### src/hdl/bmc_pkg.sv
// package: constants, types and timing for the buck mode controller
package bmc_pkg;

  // ----------------------------------------------------------------
  // clock and timing
  // ----------------------------------------------------------------
  localparam int unsigned CLK_PERIOD_NS = 100;
  localparam int unsigned PWM_PERIOD_CYCLES = 10;
  localparam int unsigned PWM_MAX_ON_CYCLES = 8;
  localparam int unsigned PFM_ENTRY_CYCLES = 32;
  localparam int unsigned SS_STEP0_US = 32;
  localparam int unsigned SS_STEP1_US = 224;
  localparam int unsigned SS_STEP2_US = 256;
  localparam int unsigned SS_STEP3_US = 256;
  localparam int unsigned SS_STEP0_CYC = (SS_STEP0_US * 1000 + CLK_PERIOD_NS - 1) / CLK_PERIOD_NS;
  localparam int unsigned SS_STEP1_CYC = (SS_STEP1_US * 1000 + CLK_PERIOD_NS - 1) / CLK_PERIOD_NS;
  localparam int unsigned SS_STEP2_CYC = (SS_STEP2_US * 1000 + CLK_PERIOD_NS - 1) / CLK_PERIOD_NS;
  localparam int unsigned SS_STEP3_CYC = (SS_STEP3_US * 1000 + CLK_PERIOD_NS - 1) / CLK_PERIOD_NS;

  // ----------------------------------------------------------------
  // inrush limit levels in mA
  // ----------------------------------------------------------------
  localparam logic [9:0] ILIM_ZERO_MA = 10'h000;
  localparam logic [9:0] ILIM_STEP1_MA = 10'h046;
  localparam logic [9:0] ILIM_STEP2_MA = 10'h08C;
  localparam logic [9:0] ILIM_STEP3_MA = 10'h118;
  localparam logic [9:0] ILIM_FULL_MA = 10'h26C;

  // ----------------------------------------------------------------
  // types
  // ----------------------------------------------------------------
  typedef enum logic [1:0] {
    BMC_MODE_SHUTDOWN,
    BMC_MODE_PWM,
    BMC_MODE_PFM
  } bmc_mode_t;

  typedef struct packed {
    logic pfm_high;
    logic pfm_low;
    logic pwm_return_threshold;
    logic pfm_peak_current_level;
    logic peak_current;
    logic current_limit;
    logic zero_current;
    logic discontinuous;
    logic below_mode_level;
    logic dropout;
  } bmc_sense_t;

  typedef struct packed {
    logic high_side_switch;
    logic low_side_switch;
  } bmc_gate_t;

endpackage : bmc_pkg

### src/hdl/bmc_controller.sv
// buck mode controller: mode selection and power switch sequencing
`timescale 1ns/1ps
module bmc_controller
  import bmc_pkg::*;
#(
  parameter int unsigned PERIOD_CYC = PWM_PERIOD_CYCLES,
  parameter int unsigned MAX_ON_CYC = PWM_MAX_ON_CYCLES,
  parameter int unsigned ENTRY_CYC = PFM_ENTRY_CYCLES,
  parameter int unsigned STEP0_CYC = SS_STEP0_CYC,
  parameter int unsigned STEP1_CYC = SS_STEP1_CYC,
  parameter int unsigned STEP2_CYC = SS_STEP2_CYC,
  parameter int unsigned STEP3_CYC = SS_STEP3_CYC
) (
  // clock and enable-as-reset
  input wire logic clk,
  input wire logic resetn,
  // comparator flags
  input wire bmc_sense_t sense,
  input wire logic soft_limit_hit,
  // power switch gates
  output bmc_gate_t gate,
  // status
  output bmc_mode_t mode,
  output logic [9:0] inrush_limit_ma,
  output logic soft_start_done,
  output logic sleeping
);

  // ----------------------------------------------------------------
  // state
  // ----------------------------------------------------------------
  typedef enum logic [2:0] {
    ST_OFF,
    ST_PWM_HIGH,
    ST_PWM_LOW,
    ST_PFM_HIGH,
    ST_PFM_LOW,
    ST_PFM_SLEEP
  } bmc_state_t;

  bmc_state_t state_reg, state_next;
  logic [7:0] phase_reg, phase_next;
  logic [7:0] light_reg, light_next;
  bmc_gate_t gate_reg, gate_next;
  bmc_mode_t mode_reg, mode_next;
  logic [9:0] ilim_reg;
  logic done_reg, sleep_reg, sleep_next;
  logic [9:0] ss_ilim;
  logic ss_done;

  // ----------------------------------------------------------------
  // soft-start sequencer
  // ----------------------------------------------------------------
  bmc_soft_start #(
    .STEP0_CYC(STEP0_CYC),
    .STEP1_CYC(STEP1_CYC),
    .STEP2_CYC(STEP2_CYC),
    .STEP3_CYC(STEP3_CYC)
  ) u_ss (
    .clk(clk),
    .resetn(resetn),
    .ilim_ma(ss_ilim),
    .done(ss_done)
  );

  // ----------------------------------------------------------------
  // next state
  // ----------------------------------------------------------------
  logic cycle_start, over_limit;

  always_comb begin
    state_next = state_reg;
    phase_next = phase_reg;
    light_next = light_reg;
    cycle_start = (phase_reg == 8'(PERIOD_CYC - 1));
    // during soft-start the stepped limit also ends the on-time
    over_limit = sense.current_limit || (!ss_done && soft_limit_hit);
    if (state_reg == ST_PWM_HIGH || state_reg == ST_PWM_LOW) begin
      phase_next = cycle_start ? 8'h00 : phase_reg + 8'h01;
    end else begin
      phase_next = 8'h00;
    end
    case (state_reg)
      ST_OFF: begin
        state_next = ST_PWM_HIGH;
        light_next = 8'h00;
      end
      ST_PWM_HIGH: begin
        if (sense.dropout) begin
          state_next = ST_PWM_HIGH;
        end else if (over_limit || phase_reg >= 8'(MAX_ON_CYC - 1)) begin
          state_next = ST_PWM_LOW;
        end
      end
      ST_PWM_LOW: begin
        // dropout must not wait for the period end, or the high side misses cycles
        if (cycle_start || sense.dropout) begin
          state_next = ST_PWM_HIGH;
        end
      end
      ST_PFM_HIGH: begin
        if (sense.pfm_high || sense.pfm_peak_current_level) begin
          state_next = ST_PFM_LOW;
        end
      end
      ST_PFM_LOW: begin
        if (sense.zero_current) begin
          state_next = sense.pfm_high ? ST_PFM_SLEEP : ST_PFM_HIGH;
        end
      end
      ST_PFM_SLEEP: begin
        if (sense.pfm_low) begin
          state_next = ST_PFM_HIGH;
        end
      end
      default: state_next = ST_OFF;
    endcase
    // light-load qualification only counts while switching in PWM
    if (state_reg == ST_PWM_HIGH || state_reg == ST_PWM_LOW) begin
      if ((sense.discontinuous || sense.below_mode_level) && ss_done && !sense.dropout) begin
        if (light_reg + 8'h01 >= 8'(ENTRY_CYC)) begin
          state_next = ST_PFM_HIGH;
          light_next = 8'h00;
        end else begin
          light_next = light_reg + 8'h01;
        end
      end else begin
        light_next = 8'h00;
      end
    end else begin
      light_next = 8'h00;
    end
    if ((state_reg == ST_PFM_HIGH || state_reg == ST_PFM_LOW || state_reg == ST_PFM_SLEEP)
        && sense.pwm_return_threshold) begin
      state_next = ST_PWM_HIGH;
      phase_next = 8'h00;
    end
  end

  // ----------------------------------------------------------------
  // outputs decoded from next state
  // ----------------------------------------------------------------
  always_comb begin
    gate_next = '0;
    mode_next = BMC_MODE_PWM;
    sleep_next = 1'b0;
    case (state_next)
      ST_OFF: mode_next = BMC_MODE_SHUTDOWN;
      ST_PWM_HIGH: gate_next.high_side_switch = 1'b1;
      ST_PWM_LOW: gate_next.low_side_switch = 1'b1;
      ST_PFM_HIGH: begin
        gate_next.high_side_switch = 1'b1;
        mode_next = BMC_MODE_PFM;
      end
      ST_PFM_LOW: begin
        gate_next.low_side_switch = 1'b1;
        mode_next = BMC_MODE_PFM;
      end
      ST_PFM_SLEEP: begin
        mode_next = BMC_MODE_PFM;
        sleep_next = 1'b1;
      end
      default: mode_next = BMC_MODE_SHUTDOWN;
    endcase
  end

  // ----------------------------------------------------------------
  // registers; resetn is the enable pin, low means shutdown
  // ----------------------------------------------------------------
  always_ff @(posedge clk) begin
    if (!resetn) begin
      state_reg <= ST_OFF;
      phase_reg <= 8'h00;
      light_reg <= 8'h00;
      gate_reg <= '0;
      mode_reg <= BMC_MODE_SHUTDOWN;
      ilim_reg <= ILIM_ZERO_MA;
      done_reg <= 1'b0;
      sleep_reg <= 1'b0;
    end else begin
      state_reg <= state_next;
      phase_reg <= phase_next;
      light_reg <= light_next;
      gate_reg <= gate_next;
      mode_reg <= mode_next;
      ilim_reg <= ss_ilim;
      done_reg <= ss_done;
      sleep_reg <= sleep_next;
    end
  end

  assign gate = gate_reg;
  assign mode = mode_reg;
  assign inrush_limit_ma = ilim_reg;
  assign soft_start_done = done_reg;
  assign sleeping = sleep_reg;

endmodule : bmc_controller

### src/hdl/bmc_soft_start.sv
// soft-start inrush limit sequencer
`timescale 1ns/1ps
module bmc_soft_start
  import bmc_pkg::*;
#(
  parameter int unsigned STEP0_CYC = SS_STEP0_CYC,
  parameter int unsigned STEP1_CYC = SS_STEP1_CYC,
  parameter int unsigned STEP2_CYC = SS_STEP2_CYC,
  parameter int unsigned STEP3_CYC = SS_STEP3_CYC
) (
  // clock and reset
  input wire logic clk,
  input wire logic resetn,
  // status
  output logic [9:0] ilim_ma,
  output logic done
);

  logic [2:0] step_reg, step_next;
  logic [12:0] cnt_reg, cnt_next;
  logic [9:0] ilim_reg, ilim_next;

  function automatic logic [12:0] step_len(input logic [2:0] s);
    case (s)
      3'h0: step_len = 13'(STEP0_CYC);
      3'h1: step_len = 13'(STEP1_CYC);
      3'h2: step_len = 13'(STEP2_CYC);
      default: step_len = 13'(STEP3_CYC);
    endcase
  endfunction : step_len

  always_comb begin
    step_next = step_reg;
    cnt_next = cnt_reg;
    if (step_reg < 3'h4) begin
      if (cnt_reg + 13'h0001 >= step_len(step_reg)) begin
        step_next = step_reg + 3'h1;
        cnt_next = 13'h0000;
      end else begin
        cnt_next = cnt_reg + 13'h0001;
      end
    end
    case (step_next)
      3'h0: ilim_next = ILIM_ZERO_MA;
      3'h1: ilim_next = ILIM_STEP1_MA;
      3'h2: ilim_next = ILIM_STEP2_MA;
      3'h3: ilim_next = ILIM_STEP3_MA;
      default: ilim_next = ILIM_FULL_MA;
    endcase
  end

  always_ff @(posedge clk) begin
    if (!resetn) begin
      step_reg <= 3'h0;
      cnt_reg <= 13'h0000;
      ilim_reg <= ILIM_ZERO_MA;
    end else begin
      step_reg <= step_next;
      cnt_reg <= cnt_next;
      ilim_reg <= ilim_next;
    end
  end

  assign ilim_ma = ilim_reg;
  assign done = (step_reg == 3'h4);

endmodule : bmc_soft_start

### config.mk
export PLATFORM = sky130hd
export DESIGN_NAME = bmc_controller
export DESIGN_NICKNAME = d
export VERILOG_FILES = /design/src/hdl/bmc_pkg.sv /design/src/hdl/bmc_controller.sv /design/src/hdl/bmc_soft_start.sv
export SDC_FILE = /design/constraint.sdc
export NUM_CORES = 1
export LEC_CHECK = 0
export CAP_MARGIN = 5
export CORE_UTILIZATION = 50
export CTS_CLUSTER_SIZE = 40
export DETAILED_ROUTE_END_ITERATION = 10
export DONT_BUFFER_PORTS = 1
export SYNTH_ARGS = -nofsm -noshare
export SYNTH_HDL_FRONTEND = slang
export SYNTH_HIERARCHICAL = 1
export SYNTH_SLANG_ARGS = --single-unit
### constraint.sdc
create_clock -name clk -period 9.1 [get_ports clk]
set_clock_uncertainty 0.15 [all_clocks]
set_input_delay 0.455 -clock clk [delete_from_list [all_inputs] [get_ports clk]]
set_output_delay 0.455 -clock clk [all_outputs]
set_load 0.01 [all_outputs]
* Word level (Yosys, flattened, before mapping) *
Cells that the tools add are included.

cells by class
  reductions and logical operators = 23
  divide/modulo/power cells = 0
  shifts and indexed selects = 0
  equal/unequal tests = 16
  multiply operators = 0
  bitwise operators = 3
  $lt $le $gt $ge = 4
  add/subtract/negate cells = 4
  multiplexer cells = 22

operators with widths
  operator               number
  $pmux 10 s4            1
  $mux 3                 13
  $mux 13                2
  $pmux 12 s2            1
  $eq 3x2->1 const B     6
  $pmux 3 s6             1
  $add 8x1->8 const B    2
  $eq 3x3->1 const B     5
  $add 13x1->13 const B  1
  $ge 13x13->1           1
  $eq 3x1->1 const B     4
  $logic_not 3->1        3
  $eq 8x4->1 const B     1
  $ge 8x3->1 const B     1
  $ge 8x6->1 const B     1
  $logic_or 1x1->1       8
  $reduce_or 4->1        2
  $reduce_or 2->1        3
  $logic_and 1x1->1      4
  $pmux 2 s2             1
  $add 3x1->3 const B    1
  $lt 3x3->1 const B     1
  $mux 1                 3
  $not 1->1              3
  2 further kinds        3

storage, ports and cells
  memory bits (read-only) = 0
  input port bits = 13
  output and inout port bits = 16
  register bits = 61
  word-level logic and storage cells = 84
  memories = 0
  memory bits (writable) = 0
  bits in latches = 0

* Depth between registers and ports, before layout *
Gate-level depths: netlist of the first run.

  depth after elaboration = 15
  mapped depth = 12
  depth with buffers taken out = 11

* Modules after synthesis *
The synthesis of the first run kept the hierarchy.

modules (own cells, without submodules)
  module          cells each  times used  area each (um^2)
  bmc_controller  149         1           1430.1
  bmc_soft_start  169         1           1376.3

* Least setup slack after synthesis of the first run *
Ideal clock, no wire load.

  kind = register -> register
  start point = reg u_ss.cnt_reg[4]
  end point = reg u_ss.cnt_reg[3]
  arrival = 2.917 ns
  data required time = 8.874 ns
  stages on the path, launching flop included = 13
  path slack = 5.957 ns
  buffers on the path = 2
  cell sequence = dfxtp_1 -> buf_4 -> nand4_4 -> or2_2 -> xnor2_1 -> ha_1 -> nor2b_1 -> o21a_1 -> a311o_1 -> a211o_1 -> buf_2 -> or4_1 -> a31oi_1

on the way
  word-level cells in the longest chain between the ends = 3

RTL lines
  what                    RTL line              RTL
  from (decl)             bmc_soft_start.sv:20  logic [12:0] cnt_reg, cnt_next;
  from (signal assigned)  bmc_soft_start.sv:59  cnt_reg <= cnt_next;
  $add 13x1->13           bmc_soft_start.sv:36  if (cnt_reg + 13'h0001 >= step_len(step_reg)) begin
  $ge 13x13->1            bmc_soft_start.sv:36
  $mux 13                 bmc_soft_start.sv:36

No other way between the ends.
A chain may end at the register's enable or synchronous reset.

* Worst setup path in the final report of the first run *
  start point = reg u_ss.cnt_reg[3]
  end point = reg u_ss.cnt_reg[3]

on the way
  word-level cells in the longest chain between the ends = 3

RTL lines
  what             RTL line
  $add 13x1->13 *  bmc_soft_start.sv:36, bmc_soft_start.sv:40
  $ge 13x13->1     bmc_soft_start.sv:36
  $mux 13 *        bmc_soft_start.sv:36

Every way passes the cells marked *; elsewhere a longest branch is shown, timed or not.

==> flow_summary.rst, run 1 <==
.. list-table::
   :header-rows: 1

   * - Metric
     - Value
   * - Result of the run
     - completed
   * - Number of distinct library cell variants in the gate-level netlist after synthesis
     - 54
   * - Die Y
     - 76.92 µm
   * - Root buffer cell
     - sky130_fd_sc_hd__clkbuf_8
   * - Cell-internal power
     - 0.4645 mW
   * - Layout Nets
     - 341
   * - Unrepaired setup endpoints after global routing
     - false
   * - Die Width
     - 76.92 µm
   * - Wire length of the first global-routing pass
     - 8.742 mm
   * - Worst Setup SP
     - u_ss/cnt_reg[3]$_SDFFE_PN0N_
   * - Max FFs per register
     - 13
   * - Element type at the critical path end
     - register
   * - Arrival time at the worst endpoint
     - 3.55 ns
   * - Standard cell core area
     - 5270 µm²
   * - Critical hold path startpoint
     - resetn
   * - Hold Fails Final Rpt
     - 0
   * - Wirelength, routed
     - 5.149 mm
   * - Skew-Pair Late Insertion Delay
     - 0.34 ns
   * - Post-route cell area
     - 3077 µm²
   * - Total number of vias
     - 2145
   * - WS Path Type
     - reg2reg
   * - Startpoint of the lowest-slack register-to-register path
     - u_ss/cnt_reg[3]$_SDFFE_PN0N_
   * - Worst path bufs/invs
     - 0
   * - Number of warnings reported in the yosys synthesis log
     - 6
   * - Post-CTS resize count
     - 0
   * - First-iteration detailed-routing DRC count
     - 84
   * - Buffers on Ports
     - 0
   * - Synth top area share
     - 41.37%
   * - Placer Congestion
     - 0.7666
   * - Max cap viols
     - 0
   * - Commonest cells after routing, fill and taps aside
     - sky130_fd_sc_hd__dfxtp_1 (58), sky130_fd_sc_hd__nor2_1 (30), sky130_fd_sc_hd__nand2_1 (20), sky130_fd_sc_hd__nand3_1 (20), sky130_fd_sc_hd__a21oi_1 (16)
   * - Relative contribution of combinational cells to total power
     - 3.6%
   * - Worst reg-to-reg path cell count
     - 10
   * - Slew @ Worst Pin
     - 0.6847 ns
   * - Sum of internal, switching and leakage power
     - 0.5829 mW
   * - Static power due to leakage
     - 1.163 nW
   * - Netlist area before placement
     - 2806 µm²
   * - Worst path slowest cell
     - sky130_fd_sc_hd__or4_1
   * - Routed wl met2
     - 2.239 mm
   * - Number of pins exceeding their max-slew limit in the final report
     - 0
   * - Per-cell routed wire length
     - 13.17 µm
   * - Clock-pin transition on the worst setup and hold timing paths
     - 0.06 ns
   * - Number of stages on the worst setup path
     - 10
   * - Post-CTS setup buffers
     - 0
   * - Fraction of power consumed by the clock network
     - 50.8%
   * - Initial DRT Pass Iterations
     - 4
   * - Delay contributed by the slowest stage of the critical path
     - 0.51 ns
   * - Final Setup Violations
     - 0
   * - Sw power
     - 0.1184 mW
   * - Most common library cell in the layout ignoring fill and taps
     - sky130_fd_sc_hd__dfxtp_1
   * - Post-Synthesis Mean Instance Area
     - 8.825 µm²
   * - Final TNS setup
     - 0 ns
   * - Dominant cell type by area after synthesis
     - sky130_fd_sc_hd__dfxtp_1
   * - Routed Antenna Nets
     - 0
   * - Core occupancy in the finished layout
     - 58.38%
   * - Synthesized instance count
     - 318
   * - Share of final-layout standard cells stronger than drive strength 1
     - 8.723%
   * - Top delay family on crit path
     - simple AND/OR/NAND/NOR gates
   * - HPWL after detailed placement
     - 3.407 mm
   * - Via count normalized by instance count
     - 5.486
   * - Vias in the first global route
     - 1909
   * - CP Data Required Time
     - 9.20 ns
   * - Maximum number of pins on one net before global-route repair
     - 38
   * - Top Ports
     - 29
   * - Portion of the post-synthesis area used by sequential elements
     - 41.37%
   * - Starting density of the core
     - 53.25%
   * - Hold buffers post-CTS
     - 0
   * - Overflow left after global routing
     - 0
   * - ANT cells
     - 0
   * - Clock H-tree levels
     - 3
   * - Ys flop type
     - sky130_fd_sc_hd__dfxtp_1
   * - Power density relative to cell area
     - 189.4 nW/µm²
   * - Number of synthesized flops with an enable pin
     - 0
   * - Final Cycle Share
     - 37.91%
   * - Layout area overhead
     - 9.630%
   * - Maximum vdd drop
     - 0.1187 mV
   * - Clock buffers created by TritonCTS
     - 9
   * - CP max FO
     - 10
   * - Row Count
     - 26
   * - Startpoint class of the critical path
     - register
   * - Area of the die
     - 5917 µm²
   * - Period minus WS final
     - 3.450 ns
   * - Maximum clock frequency
     - 0.2898 GHz
   * - Critical path, cell by cell
     - nand4_4 -> or2_2 -> xnor2_1 -> ha_1 -> nor2b_1 -> o21a_1 -> a311o_1 -> a211o_1 -> or4_1 -> a31oi_1
   * - Tightest Hold Check Type
     - in2reg
   * - Max transition margin
     - 53.17%
   * - Post-DP Area
     - 2825 µm²
   * - Count of state elements after synthesis
     - 58
   * - DRC violation count after routing
     - 0
   * - Number of antenna violations at the first check in global routing
     - 0
   * - Highest signal layer in the routed design
     - met4
   * - CTS max path bufs
     - 2
   * - Clock sink count
     - 58
   * - Sum of met3 wire segment lengths after detailed routing
     - 173 µm
   * - Met1 wire length
     - 2.613 mm
   * - Share of total power in sequential cells
     - 45.6%
   * - Worst hold path stage count
     - 1
   * - GRT Overall Usage
     - 18.87%
   * - Most area-consuming cells after synthesis
     - sky130_fd_sc_hd__dfxtp_1 (41%), sky130_fd_sc_hd__ha_1 (5.3%), sky130_fd_sc_hd__nor2_1 (4.0%), sky130_fd_sc_hd__nand3_1 (3.6%), sky130_fd_sc_hd__a21oi_1 (2.9%)
   * - Clock tree from TritonCTS
     - built
   * - Share of flip-flops with an asynchronous set or reset after synthesis
     - 0%
   * - Fraction of power spent switching nets
     - 20.31%
## stage by stage
stage,cells,hold WS [ns],worst slack (ns)
detailed placement,375,0.2669,5.651
global placement,375,0.2666,5.659
global route,391,0.08250,5.431
CTS,391,0.07729,5.632
floorplan,320,0.2619,5.957
finish,391,0.09271,5.650
## layout make-up
class	count	area, µm²
clock buffer	11	151.4
clock inverter	5	100.1
inverter	12	45.04
tap	70	87.58
multi-input combinational	233	1516
sequential	58	1161
timing repair buffer	2	15.01
fill	502	2193
## power groups by stage
stage | Combinational (mW) | Sequential (mW) | Clock (mW)
final | 0.0212 | 0.266 | 0.296
after floorplan | 0.0210 | 0.268 | 0
after detailed placement | 0.0212 | 0.271 | 0
after CTS | 0.0214 | 0.266 | 0.302
after global placement | 0.0209 | 0.271 | 0
after global routing | 0.0245 | 0.267 | 0.312
## routing by layer
layer / up-vias / GRT usage (%)
met3: 10 / 4.881
li1: 1122 / -
met4: 0 / 11.73
met2: 38 / 27.14
met1: 975 / 24.96
met5: - / 0
## worst paths after layout
kind / to / slack (ns)
setup / recovery: u_ss/cnt_reg[3]$_SDFFE_PN0N_ / 5.65
hold / removal: inrush_limit_ma[7]$_SDFF_PN0_ / 0.09
hold reg to reg: inrush_limit_ma[7]$_SDFF_PN0_ / 0.28
setup reg to reg: u_ss/cnt_reg[3]$_SDFFE_PN0N_ / 5.65
## synth_stat cells (7+ instances only)
library cell and instances:
sky130_fd_sc_hd__xor2_1 9, sky130_fd_sc_hd__nand3_1 20, sky130_fd_sc_hd__dfxtp_1 58, sky130_fd_sc_hd__nor4_1 7, sky130_fd_sc_hd__a21oi_1 16, sky130_fd_sc_hd__inv_1 11
sky130_fd_sc_hd__nand2_1 20, sky130_fd_sc_hd__clkbuf_1 7, sky130_fd_sc_hd__nor2_1 30, sky130_fd_sc_hd__and2_1 12, sky130_fd_sc_hd__ha_1 12
## cells by family (layout without fill, tap and decap cells)
| family | Yosys count | count (layout) | share of synthesized area, % |
|---|---|---|---|
| AO/OA/AOI/OAI | 57 | 57 | 14.27 |
| AND/OR/NAND/NOR | 142 | 142 | 27.95 |
| other | 2 | 4 | 0.2676 |
| multiplexers | 3 | 3 | 1.248 |
| XOR/XNOR | 15 | 15 | 4.681 |
| buffers and inverters | 29 | 30 | 4.860 |
| flip-flops | 58 | 58 | 41.37 |
| adder cells (fa/ha/maj) | 12 | 12 | 5.350 |
(Power assumes the default switching activity.)
==> inputs of run 2 (changes only) <==
--- a/config.mk
+++ b/config.mk
@@ -5,6 +5,7 @@
 export SDC_FILE = /design/constraint.sdc
 export NUM_CORES = 1
 export LEC_CHECK = 0
+export ABC_AREA = 1
 export CAP_MARGIN = 5
 export CORE_UTILIZATION = 50
 export CTS_CLUSTER_SIZE = 40
==> constraint.sdc (replaced) <==
create_clock -name clk -period 3.45 [get_ports clk]
set_clock_uncertainty 0.15 [all_clocks]
set_input_delay 0.1725 -clock clk [delete_from_list [all_inputs] [get_ports clk]]
set_output_delay 0.1725 -clock clk [all_outputs]
set_load 0.01 [all_outputs]
==> flow_summary.rst, run 2 <==
.. list-table::
   :header-rows: 1

   * - Metric
     - Value
   * - Die Y
     - 77.72 µm (was 76.92 µm)
   * - Min Hold Slack
     - 0.03723 ns (was 0.09271 ns)
   * - DRC violation count after routing
     - 0 (unchanged)
   * - Post-CTS setup buffers
     - 0 (unchanged)
   * - Post-Synthesis Mean Instance Area
     - 7.239 µm² (was 8.825 µm²)
   * - Cell-internal power
     - 1.133 mW (was 0.4645 mW)
   * - CP Data Required Time
     - 3.58 ns (was 9.20 ns)
   * - Slew @ Worst Pin
     - 0.6362 ns (was 0.6847 ns)
   * - Final Cycle Share
     - 85.46% (was 37.91%)
   * - Element type at the critical path end
     - register (unchanged)
   * - Arrival time at the worst endpoint
     - 3.08 ns (was 3.55 ns)
   * - Commonest cells after routing, fill and taps aside
     - sky130_fd_sc_hd__nand2_1 (102), sky130_fd_sc_hd__inv_1 (61), sky130_fd_sc_hd__dfxtp_1 (58) (was sky130_fd_sc_hd__dfxtp_1 (58), sky130_fd_sc_hd__nor2_1 (30), sky130_fd_sc_hd__nand2_1 (20), sky130_fd_sc_hd__nand3_1 (20), sky130_fd_sc_hd__a21oi_1 (16))
   * - Sw power
     - 0.3714 mW (was 0.1184 mW)
   * - Tightest Hold Check Type
     - in2reg (unchanged)
   * - Wirelength, routed
     - 5.299 mm (was 5.149 mm)
   * - ANT cells
     - 0 (unchanged)
   * - Number of antenna violations at the first check in global routing
     - 0 (unchanged)
   * - Worst path bufs/invs
     - 1 (was 0)
   * - First-iteration detailed-routing DRC count
     - 117 (was 84)
   * - Layout area overhead
     - 10.91% (was 9.630%)
   * - Hold buffers post-CTS
     - 2 (was 0)
   * - Synth top area share
     - 40.51% (was 41.37%)
   * - Clock tree from TritonCTS
     - built (unchanged)
   * - Top Ports
     - 29 (unchanged)
   * - Row Count
     - 27 (was 26)
   * - Post-CTS resize count
     - 0 (unchanged)
   * - Library cell with the highest instance count after synthesis
     - sky130_fd_sc_hd__nand2_1 (was sky130_fd_sc_hd__dfxtp_1)
   * - Maximum vdd drop
     - 0.3001 mV (was 0.1187 mV)
   * - Die Width
     - 77.72 µm (was 76.92 µm)
   * - WS Path Type
     - reg2reg (unchanged)
   * - Cell count after placement
     - 465 (was 375)
   * - Layout Nets
     - 431 (was 341)
   * - Share of total power in sequential cells
     - 47.0% (was 45.6%)
   * - Wire length of the first global-routing pass
     - 9.363 mm (was 8.742 mm)
   * - Worst path slowest cell
     - sky130_fd_sc_hd__dfxtp_1 (was sky130_fd_sc_hd__or4_1)
   * - Per-cell routed wire length
     - 10.97 µm (was 13.17 µm)
   * - Delay contributed by the slowest stage of the critical path
     - 0.39 ns (was 0.51 ns)
   * - Most frequent cell on the critical path
     - sky130_fd_sc_hd__nand2_1
   * - Critical path, cell by cell
     - ha_1 -> nand2_1 -> nor2_2 -> nand2_1 -> xor2_1 -> inv_1 -> ha_1 -> nand2_1 -> nor2_1 -> nand2_1 -> nor2_1 -> nand3_1 -> nand2_1 -> nand2_1 -> nand2_4 -> nand3_1 -> nand2_4 -> nand2_1 -> nand2_1 -> nand2_1 -> nand2_1 (was nand4_4 -> or2_2 -> xnor2_1 -> ha_1 -> nor2b_1 -> o21a_1 -> a311o_1 -> a211o_1 -> or4_1 -> a31oi_1)
   * - Skew-Pair Late Insertion Delay
     - 0.34 ns (about the same)
   * - Max cap viols
     - 0 (unchanged)
   * - Total number of vias
     - 2305 (was 2145)
   * - Dominant cell type by area after synthesis
     - sky130_fd_sc_hd__dfxtp_1 (unchanged)
   * - Max FFs per register
     - 13 (unchanged)
   * - Non-Filler Instances
     - 483 (was 391)
   * - Static power due to leakage
     - 1.465 nW (was 1.163 nW)
   * - Most frequent cells after synthesis
     - sky130_fd_sc_hd__nand2_1 (102), sky130_fd_sc_hd__inv_1 (61), sky130_fd_sc_hd__dfxtp_1 (58) (was sky130_fd_sc_hd__dfxtp_1 (58), sky130_fd_sc_hd__nor2_1 (30), sky130_fd_sc_hd__nand2_1 (20), sky130_fd_sc_hd__nand3_1 (20), sky130_fd_sc_hd__a21oi_1 (16))
   * - Count of state elements after synthesis
     - 58 (unchanged)
   * - Most common library cell in the layout ignoring fill and taps
     - sky130_fd_sc_hd__nand2_1 (was sky130_fd_sc_hd__dfxtp_1)
   * - Final Setup Violations
     - 0 (unchanged)
   * - Power density relative to cell area
     - 473.1 nW/µm² (was 189.4 nW/µm²)
   * - Fraction of power consumed by the clock network
     - 47.0% (was 50.8%)
   * - Maximum number of pins on one net before global-route repair
     - 18 (was 38)
   * - Standard cell core area
     - 5507 µm² (was 5270 µm²)
   * - Startpoint class of the critical path
     - register (unchanged)
   * - Initial DRT Pass Iterations
     - 4 (unchanged)
   * - HPWL after detailed placement
     - 3.858 mm (was 3.407 mm)
   * - Root buffer cell
     - sky130_fd_sc_hd__clkbuf_8 (unchanged)
   * - CP max FO
     - 7 (was 10)
   * - Starting density of the core
     - 52.06% (was 53.25%)
   * - Overflow left after global routing
     - 0 (unchanged)
   * - Minimum setup slack after placement
     - 0.5632 ns (was 5.651 ns)
   * - Number of pins exceeding their max-slew limit in the final report
     - 0 (unchanged)
   * - Clock buffers created by TritonCTS
     - 9 (unchanged)
   * - Area of the die
     - 6040 µm² (was 5917 µm²)
   * - Top delay family on crit path
     - simple AND/OR/NAND/NOR gates (unchanged)
   * - Share of final-layout standard cells stronger than drive strength 1
     - 11.68% (was 8.723%)
   * - Clock sink count
     - 58 (unchanged)
   * - Synthesized instance count
     - 396 (was 318)
   * - Hold Fails Final Rpt
     - 0 (unchanged)
   * - Number of distinct library cell variants in the gate-level netlist after synthesis
     - 35 (was 54)
   * - Number of synthesized flops with an enable pin
     - 0 (unchanged)
   * - Most area-consuming cells after synthesis
     - sky130_fd_sc_hd__dfxtp_1 (41%), sky130_fd_sc_hd__nand2_1 (13%), sky130_fd_sc_hd__inv_1 (8.0%), sky130_fd_sc_hd__nor2_1 (6.2%), sky130_fd_sc_hd__ha_1 (5.2%) (was sky130_fd_sc_hd__dfxtp_1 (41%), sky130_fd_sc_hd__ha_1 (5.3%), sky130_fd_sc_hd__nor2_1 (4.0%), sky130_fd_sc_hd__nand3_1 (3.6%), sky130_fd_sc_hd__a21oi_1 (2.9%))
   * - Clock-pin transition on the worst setup and hold timing paths
     - 0.07 ns (was 0.06 ns)
   * - Max transition margin
     - 57.45% (was 53.17%)
   * - GRT Overall Usage
     - 19.89% (was 18.87%)
   * - Unrepaired setup endpoints after global routing
     - false (unchanged)
   * - Placer Congestion
     - 0.7958 (was 0.7666)
   * - Maximum clock frequency
     - 0.3392 GHz (was 0.2898 GHz)
   * - Clock H-tree levels
     - 3 (unchanged)
   * - Final worst slack
     - 0.5018 ns (was 5.650 ns)
   * - Ys flop type
     - sky130_fd_sc_hd__dfxtp_1 (unchanged)
   * - Number of warnings reported in the yosys synthesis log
     - 6 (unchanged)
   * - Buffers on Ports
     - 0 (unchanged)
   * - Vias in the first global route
     - 2193 (was 1909)
   * - Fraction of power spent switching nets
     - 24.70% (was 20.31%)
   * - Share of flip-flops with an asynchronous set or reset after synthesis
     - 0% (unchanged)
   * - Netlist area before placement
     - 2866 µm² (was 2806 µm²)
   * - Result of the run
     - completed (unchanged)
   * - Portion of the post-synthesis area used by sequential elements
     - 40.51% (was 41.37%)
   * - Relative contribution of combinational cells to total power
     - 6.0% (was 3.6%)
   * - Routed Antenna Nets
     - 0 (unchanged)
   * - Final TNS setup
     - 0 ns (unchanged)
   * - Period minus WS final
     - 2.948 ns (was 3.450 ns)
   * - Via count normalized by instance count
     - 4.772 (was 5.486)
   * - CTS max path bufs
     - 2 (unchanged)
==> run 2: worst paths after layout <==
check | from | to | slack [ns] | depth (start not counted)
max reg2reg | u_ss/cnt_reg[0]$_SDFFE_PN0N_ | u_ss/ilim_ma[2]$_SDFF_PN0_ | 0.50 | 21
min | resetn | phase_reg[1]$_SDFF_PP0_ | 0.04 | 2
max | u_ss/cnt_reg[0]$_SDFFE_PN0N_ | u_ss/ilim_ma[2]$_SDFF_PN0_ | 0.50 | 21
min reg2reg | u_ss/ilim_ma[7]$_SDFF_PN0_ | inrush_limit_ma[7]$_SDFF_PN0_ | 0.26 | 2
==> run 2: kinds of logic (layout without fill, tap and decap cells) <==
kind of cell               after synthesis  in the layout  share of synthesized area, %
adders and majority gates               12             12                         5.238
xor gates and xnor gates                 9              9                         2.750
AOI/OAI and AO/OA                       27             27                         5.980
and+or+nand+nor                        216            216                         35.44
buffers and inverters                   72             85                         9.821
DFF                                     58             58                         40.51
other                                    2              4                        0.2620
==> run 2: power by group through the flow <==
| stage | registers (mW) | clock network, mW | logic [mW] |
|---|---|---|---|
| floorplan | 0.718 | 0 | 0.0736 |
| global placement | 0.722 | 0 | 0.0844 |
| detailed placement | 0.723 | 0 | 0.0846 |
| CTS | 0.707 | 0.730 | 0.0903 |
| global route | 0.710 | 0.756 | 0.104 |
| finish | 0.707 | 0.707 | 0.0895 |
==> run 2: per-stage QoR <==
stage	area [µm²]	power (mW)	util (%)
floorplan	2874	0.7914	-
global placement	2934	0.8061	53.28
detailed placement	2934	0.8073	53.28
CTS	3179	1.527	57.74
global route	3179	1.570	57.74
finish	3179	1.504	57.74
==> run 2: area by class of cell <==
type,instances,area [µm²]
fillers,531,2327
well taps,72,90.09
repair buffers,2,20.02
flip-flops and latches,58,1161
inverters,67,251.5
clock buffers,9,123.9
clock inverters,7,101.3
multi-input cells,268,1431
==> run 2: metal layers <==
metal	track usage [%]	up-vias	part of all wire (%)
met5	0	-	0
met4	10.75	0	0.59
met3	4.941	2	4.6
met2	31.15	32	45
met1	25.02	1024	50
li1	-	1247	-
==> run 2: worst register-to-register path, stage by stage (launching register included) <==
cell and delay, ns:
sky130_fd_sc_hd__dfxtp_1 0.39, sky130_fd_sc_hd__ha_1 0.23, sky130_fd_sc_hd__nand2_1 0.10, sky130_fd_sc_hd__nor2_2 0.18, sky130_fd_sc_hd__nand2_1 0.09, sky130_fd_sc_hd__xor2_1 0.18, sky130_fd_sc_hd__inv_1 0.06, sky130_fd_sc_hd__ha_1 0.30
sky130_fd_sc_hd__nand2_1 0.08, sky130_fd_sc_hd__nor2_1 0.08, sky130_fd_sc_hd__nand2_1 0.05, sky130_fd_sc_hd__nor2_1 0.10, sky130_fd_sc_hd__nand3_1 0.08, sky130_fd_sc_hd__nand2_1 0.08, sky130_fd_sc_hd__nand2_1 0.08, sky130_fd_sc_hd__nand2_4 0.12
sky130_fd_sc_hd__nand3_1 0.15, sky130_fd_sc_hd__nand2_4 0.14, sky130_fd_sc_hd__nand2_1 0.06, sky130_fd_sc_hd__nand2_1 0.05, sky130_fd_sc_hd__nand2_1 0.06, sky130_fd_sc_hd__nand2_1 0.08
==> inputs of run 3 (changes only) <==
==> constraint.sdc (replaced) <==
create_clock -name clk -period 3.78 [get_ports clk]
set_clock_uncertainty 0.15 [all_clocks]
set_input_delay 0.189 -clock clk [delete_from_list [all_inputs] [get_ports clk]]
set_output_delay 0.189 -clock clk [all_outputs]
set_load 0.01 [all_outputs]
==> flow_summary.rst, run 3 (same netlist as run 2, synthesis figures left out) <==
.. list-table::
   :header-rows: 1

   * - Metric
     - Value
   * - Hold Fails Final Rpt
     - 0 (unchanged)
   * - Register-to-register setup slack
     - 0.79 ns (was 0.50 ns)
   * - Die Y
     - 77.72 µm (unchanged)
   * - Unrepaired setup endpoints after global routing
     - false (unchanged)
   * - Startpoint of the lowest-slack register-to-register path
     - u_ss/cnt_reg[0]$_SDFFE_PN0N_ (unchanged)
   * - Initial DRT Pass Iterations
     - 4 (unchanged)
   * - Routed Antenna Nets
     - 0 (unchanged)
   * - Area of the die
     - 6040 µm² (unchanged)
   * - Most common library cell in the layout ignoring fill and taps
     - sky130_fd_sc_hd__nand2_1 (unchanged)
   * - Layout Nets
     - 431 (unchanged)
   * - Clock-pin transition on the worst setup and hold timing paths
     - 0.07 ns (about the same)
   * - Arrival time at the worst endpoint
     - 3.12 ns (was 3.08 ns)
   * - Overflow left after global routing
     - 0 (unchanged)
   * - Vias in the first global route
     - 2105 (was 2193)
   * - Worst reg-to-reg path cell count
     - 21 (unchanged)
   * - Startpoint class of the critical path
     - register (unchanged)
   * - Root buffer cell
     - sky130_fd_sc_hd__clkbuf_8 (unchanged)
   * - Element type at the critical path end
     - register (unchanged)
   * - Top Ports
     - 29 (unchanged)
   * - Per-cell routed wire length
     - 11.04 µm (was 10.97 µm)
   * - GRT Overall Usage
     - 19.67% (was 19.89%)
   * - CP Data Required Time
     - 3.91 ns (was 3.58 ns)
   * - Static power due to leakage
     - 1.465 nW (unchanged)
   * - Max FFs per register
     - 13 (unchanged)
   * - Final Setup Violations
     - 0 (unchanged)
   * - Starting density of the core
     - 52.06% (unchanged)
   * - CP max FO
     - 7 (unchanged)
   * - Total number of vias
     - 2322 (was 2305)
   * - Delay contributed by the slowest stage of the critical path
     - 0.41 ns (was 0.39 ns)
   * - Maximum clock frequency
     - 0.3345 GHz (was 0.3392 GHz)
   * - ANT cells
     - 0 (unchanged)
   * - DRC violation count after routing
     - 0 (unchanged)
   * - Share of final-layout standard cells stronger than drive strength 1
     - 11.68% (unchanged)
   * - Max transition margin
     - 57.24% (was 57.45%)
   * - Placer Congestion
     - 0.7944 (was 0.7958)
   * - Clock sink count
     - 58 (unchanged)
   * - Critical path, cell by cell
     - ha_1 -> nand2_1 -> nor2_2 -> nand2_1 -> xor2_1 -> inv_1 -> ha_1 -> nand2_1 -> nor2_1 -> nand2_1 -> nor2_1 -> nand3_1 -> nand2_1 -> nand2_1 -> nand2_4 -> nand3_1 -> nand2_4 -> nand2_1 -> nand2_1 -> nand2_1 -> inv_1 (was ha_1 -> nand2_1 -> nor2_2 -> nand2_1 -> xor2_1 -> inv_1 -> ha_1 -> nand2_1 -> nor2_1 -> nand2_1 -> nor2_1 -> nand3_1 -> nand2_1 -> nand2_1 -> nand2_4 -> nand3_1 -> nand2_4 -> nand2_1 -> nand2_1 -> nand2_1 -> nand2_1)
   * - First-iteration detailed-routing DRC count
     - 72 (was 117)
   * - Worst path slowest cell
     - sky130_fd_sc_hd__dfxtp_1 (unchanged)
   * - WS Path Type
     - reg2reg (unchanged)
   * - Worst Setup SP
     - u_ss/cnt_reg[0]$_SDFFE_PN0N_ (unchanged)
   * - Wire length of the first global-routing pass
     - 9.080 mm (was 9.363 mm)
   * - Final Cycle Share
     - 79.09% (was 85.46%)
   * - Die Width
     - 77.72 µm (unchanged)
   * - Clock buffers created by TritonCTS
     - 9 (unchanged)
   * - Most frequent cell on the critical path
     - sky130_fd_sc_hd__nand2_1 (unchanged)
   * - Wirelength, routed
     - 5.330 mm (was 5.299 mm)
   * - Maximum vdd drop
     - 0.3342 mV (was 0.3001 mV)
   * - Result of the run
     - completed (unchanged)
   * - Post-CTS setup buffers
     - 0 (unchanged)
   * - Slew @ Worst Pin
     - 0.6393 ns (was 0.6362 ns)
   * - HPWL after detailed placement
     - 3.859 mm (was 3.858 mm)
   * - Row Count
     - 27 (unchanged)
   * - Buffers on Ports
     - 0 (unchanged)
   * - Period minus WS final
     - 2.990 ns (was 2.948 ns)
   * - Tightest Hold Check Type
     - in2reg (unchanged)
   * - Via count normalized by instance count
     - 4.807 (was 4.772)
   * - Area taken by multi-input logic gates
     - 1431 µm² (unchanged)
   * - Layout area overhead
     - 10.91% (unchanged)
   * - Max cap viols
     - 0 (unchanged)
   * - Clock H-tree levels
     - 3 (unchanged)
   * - Number of antenna violations at the first check in global routing
     - 0 (unchanged)
   * - Clock tree from TritonCTS
     - built (unchanged)
   * - Sum of internal, switching and leakage power
     - 1.379 mW (was 1.504 mW)
   * - R2r endpoint
     - u_ss/ilim_ma[6]$_SDFF_PN0_ (was u_ss/ilim_ma[2]$_SDFF_PN0_)
   * - Final TNS setup
     - 0 ns (unchanged)
   * - Commonest cells after routing, fill and taps aside
     - sky130_fd_sc_hd__nand2_1 (102), sky130_fd_sc_hd__inv_1 (61), sky130_fd_sc_hd__dfxtp_1 (58) (unchanged)
   * - Maximum number of pins on one net before global-route repair
     - 18 (unchanged)
   * - CTS max path bufs
     - 2 (unchanged)
   * - Skew-Pair Late Insertion Delay
     - 0.34 ns (about the same)
   * - Area taken by flip-flops and latches
     - 1161 µm² (unchanged)
   * - Fillers
     - 522 (was 531)
   * - Capturing element of the worst setup path
     - u_ss/ilim_ma[6]$_SDFF_PN0_ (was u_ss/ilim_ma[2]$_SDFF_PN0_)
   * - Number of pins exceeding their max-slew limit in the final report
     - 0 (unchanged)
   * - Standard cell core area
     - 5507 µm² (unchanged)
   * - Power density relative to cell area
     - 433.6 nW/µm² (was 473.1 nW/µm²)
run 3: repair_timing:
action | CTS | global route
gates resized for setup | 0 | 0
endpoints found under the hold margin | 32 | 0
hold buffers | 2 | 0
run 3: layout make-up:
cell class | count | area share (%)
clock inverters | 7 | 3.188
inverters | 67 | 7.910
well taps | 72 | 2.834
repair buffers | 2 | 0.6297
clock buffers | 9 | 3.896
multi-input cells | 268 | 45.02
flip-flops and latches | 58 | 36.52
run 3: per-stage QoR:
| step | setup WS [ns] | hold WS (ns) | utilization [%] | cells | instance area, µm² |
|---|---|---|---|---|---|
| 6_report | 0.7905 | 0.02721 | 57.74 | 483 | 3179 |
| 5_1_grt | 0.5002 | 0.06106 | 57.74 | 483 | 3179 |
| 4_1_cts | 0.8469 | 0.006924 | 57.74 | 483 | 3179 |
| 3_5_place_dp | 0.8806 | 0.1412 | 53.28 | 465 | 2934 |
| 3_3_place_gp | 0.9043 | 0.1390 | 53.28 | 465 | 2934 |
| 2_1_floorplan | 1.198 | 0.1366 | - | 398 | 2874 |
run 3: report_power, final:
part	switching, mW	internal (mW)
logic	0.0508	0.0307
registers	0.0185	0.627
clock network	0.276	0.376
total	0.345	1.03
run 3: worst min-delay path by stage:
stage	slack, ns	startpoint	endpoint	cells past startpoint
6_report	0.03	sense[7]	sleeping$_SDFF_PN0_	3
2_1_floorplan	0.14	resetn	soft_start_done$_SDFF_PN0_	2
3_5_place_dp	0.14	resetn	inrush_limit_ma[8]$_SDFF_PN0_	2
4_1_cts	0.007	sense[7]	sleeping$_SDFF_PN0_	3
5_1_grt	0.06	sense[7]	sleeping$_SDFF_PN0_	3
3_3_place_gp	0.14	resetn	inrush_limit_ma[4]$_SDFF_PN0_	2
run 3: critical path, delay by kind of cell (launching register included):
family        cells  cell delay, ns
fa+ha+maj         2            0.52
xor+xnor          1            0.18
simple gates     16            1.51
buf+inv           2            0.15
flops             1            0.41
run 3: routing by layer:
metal	part of all wire (%)	track usage [%]	vias up
li1	-	-	1246
met1	49	24.95	1027
met2	45	30.88	43
met3	4.6	5.412	6
met4	1.2	9.057	0
met5	0	0	-
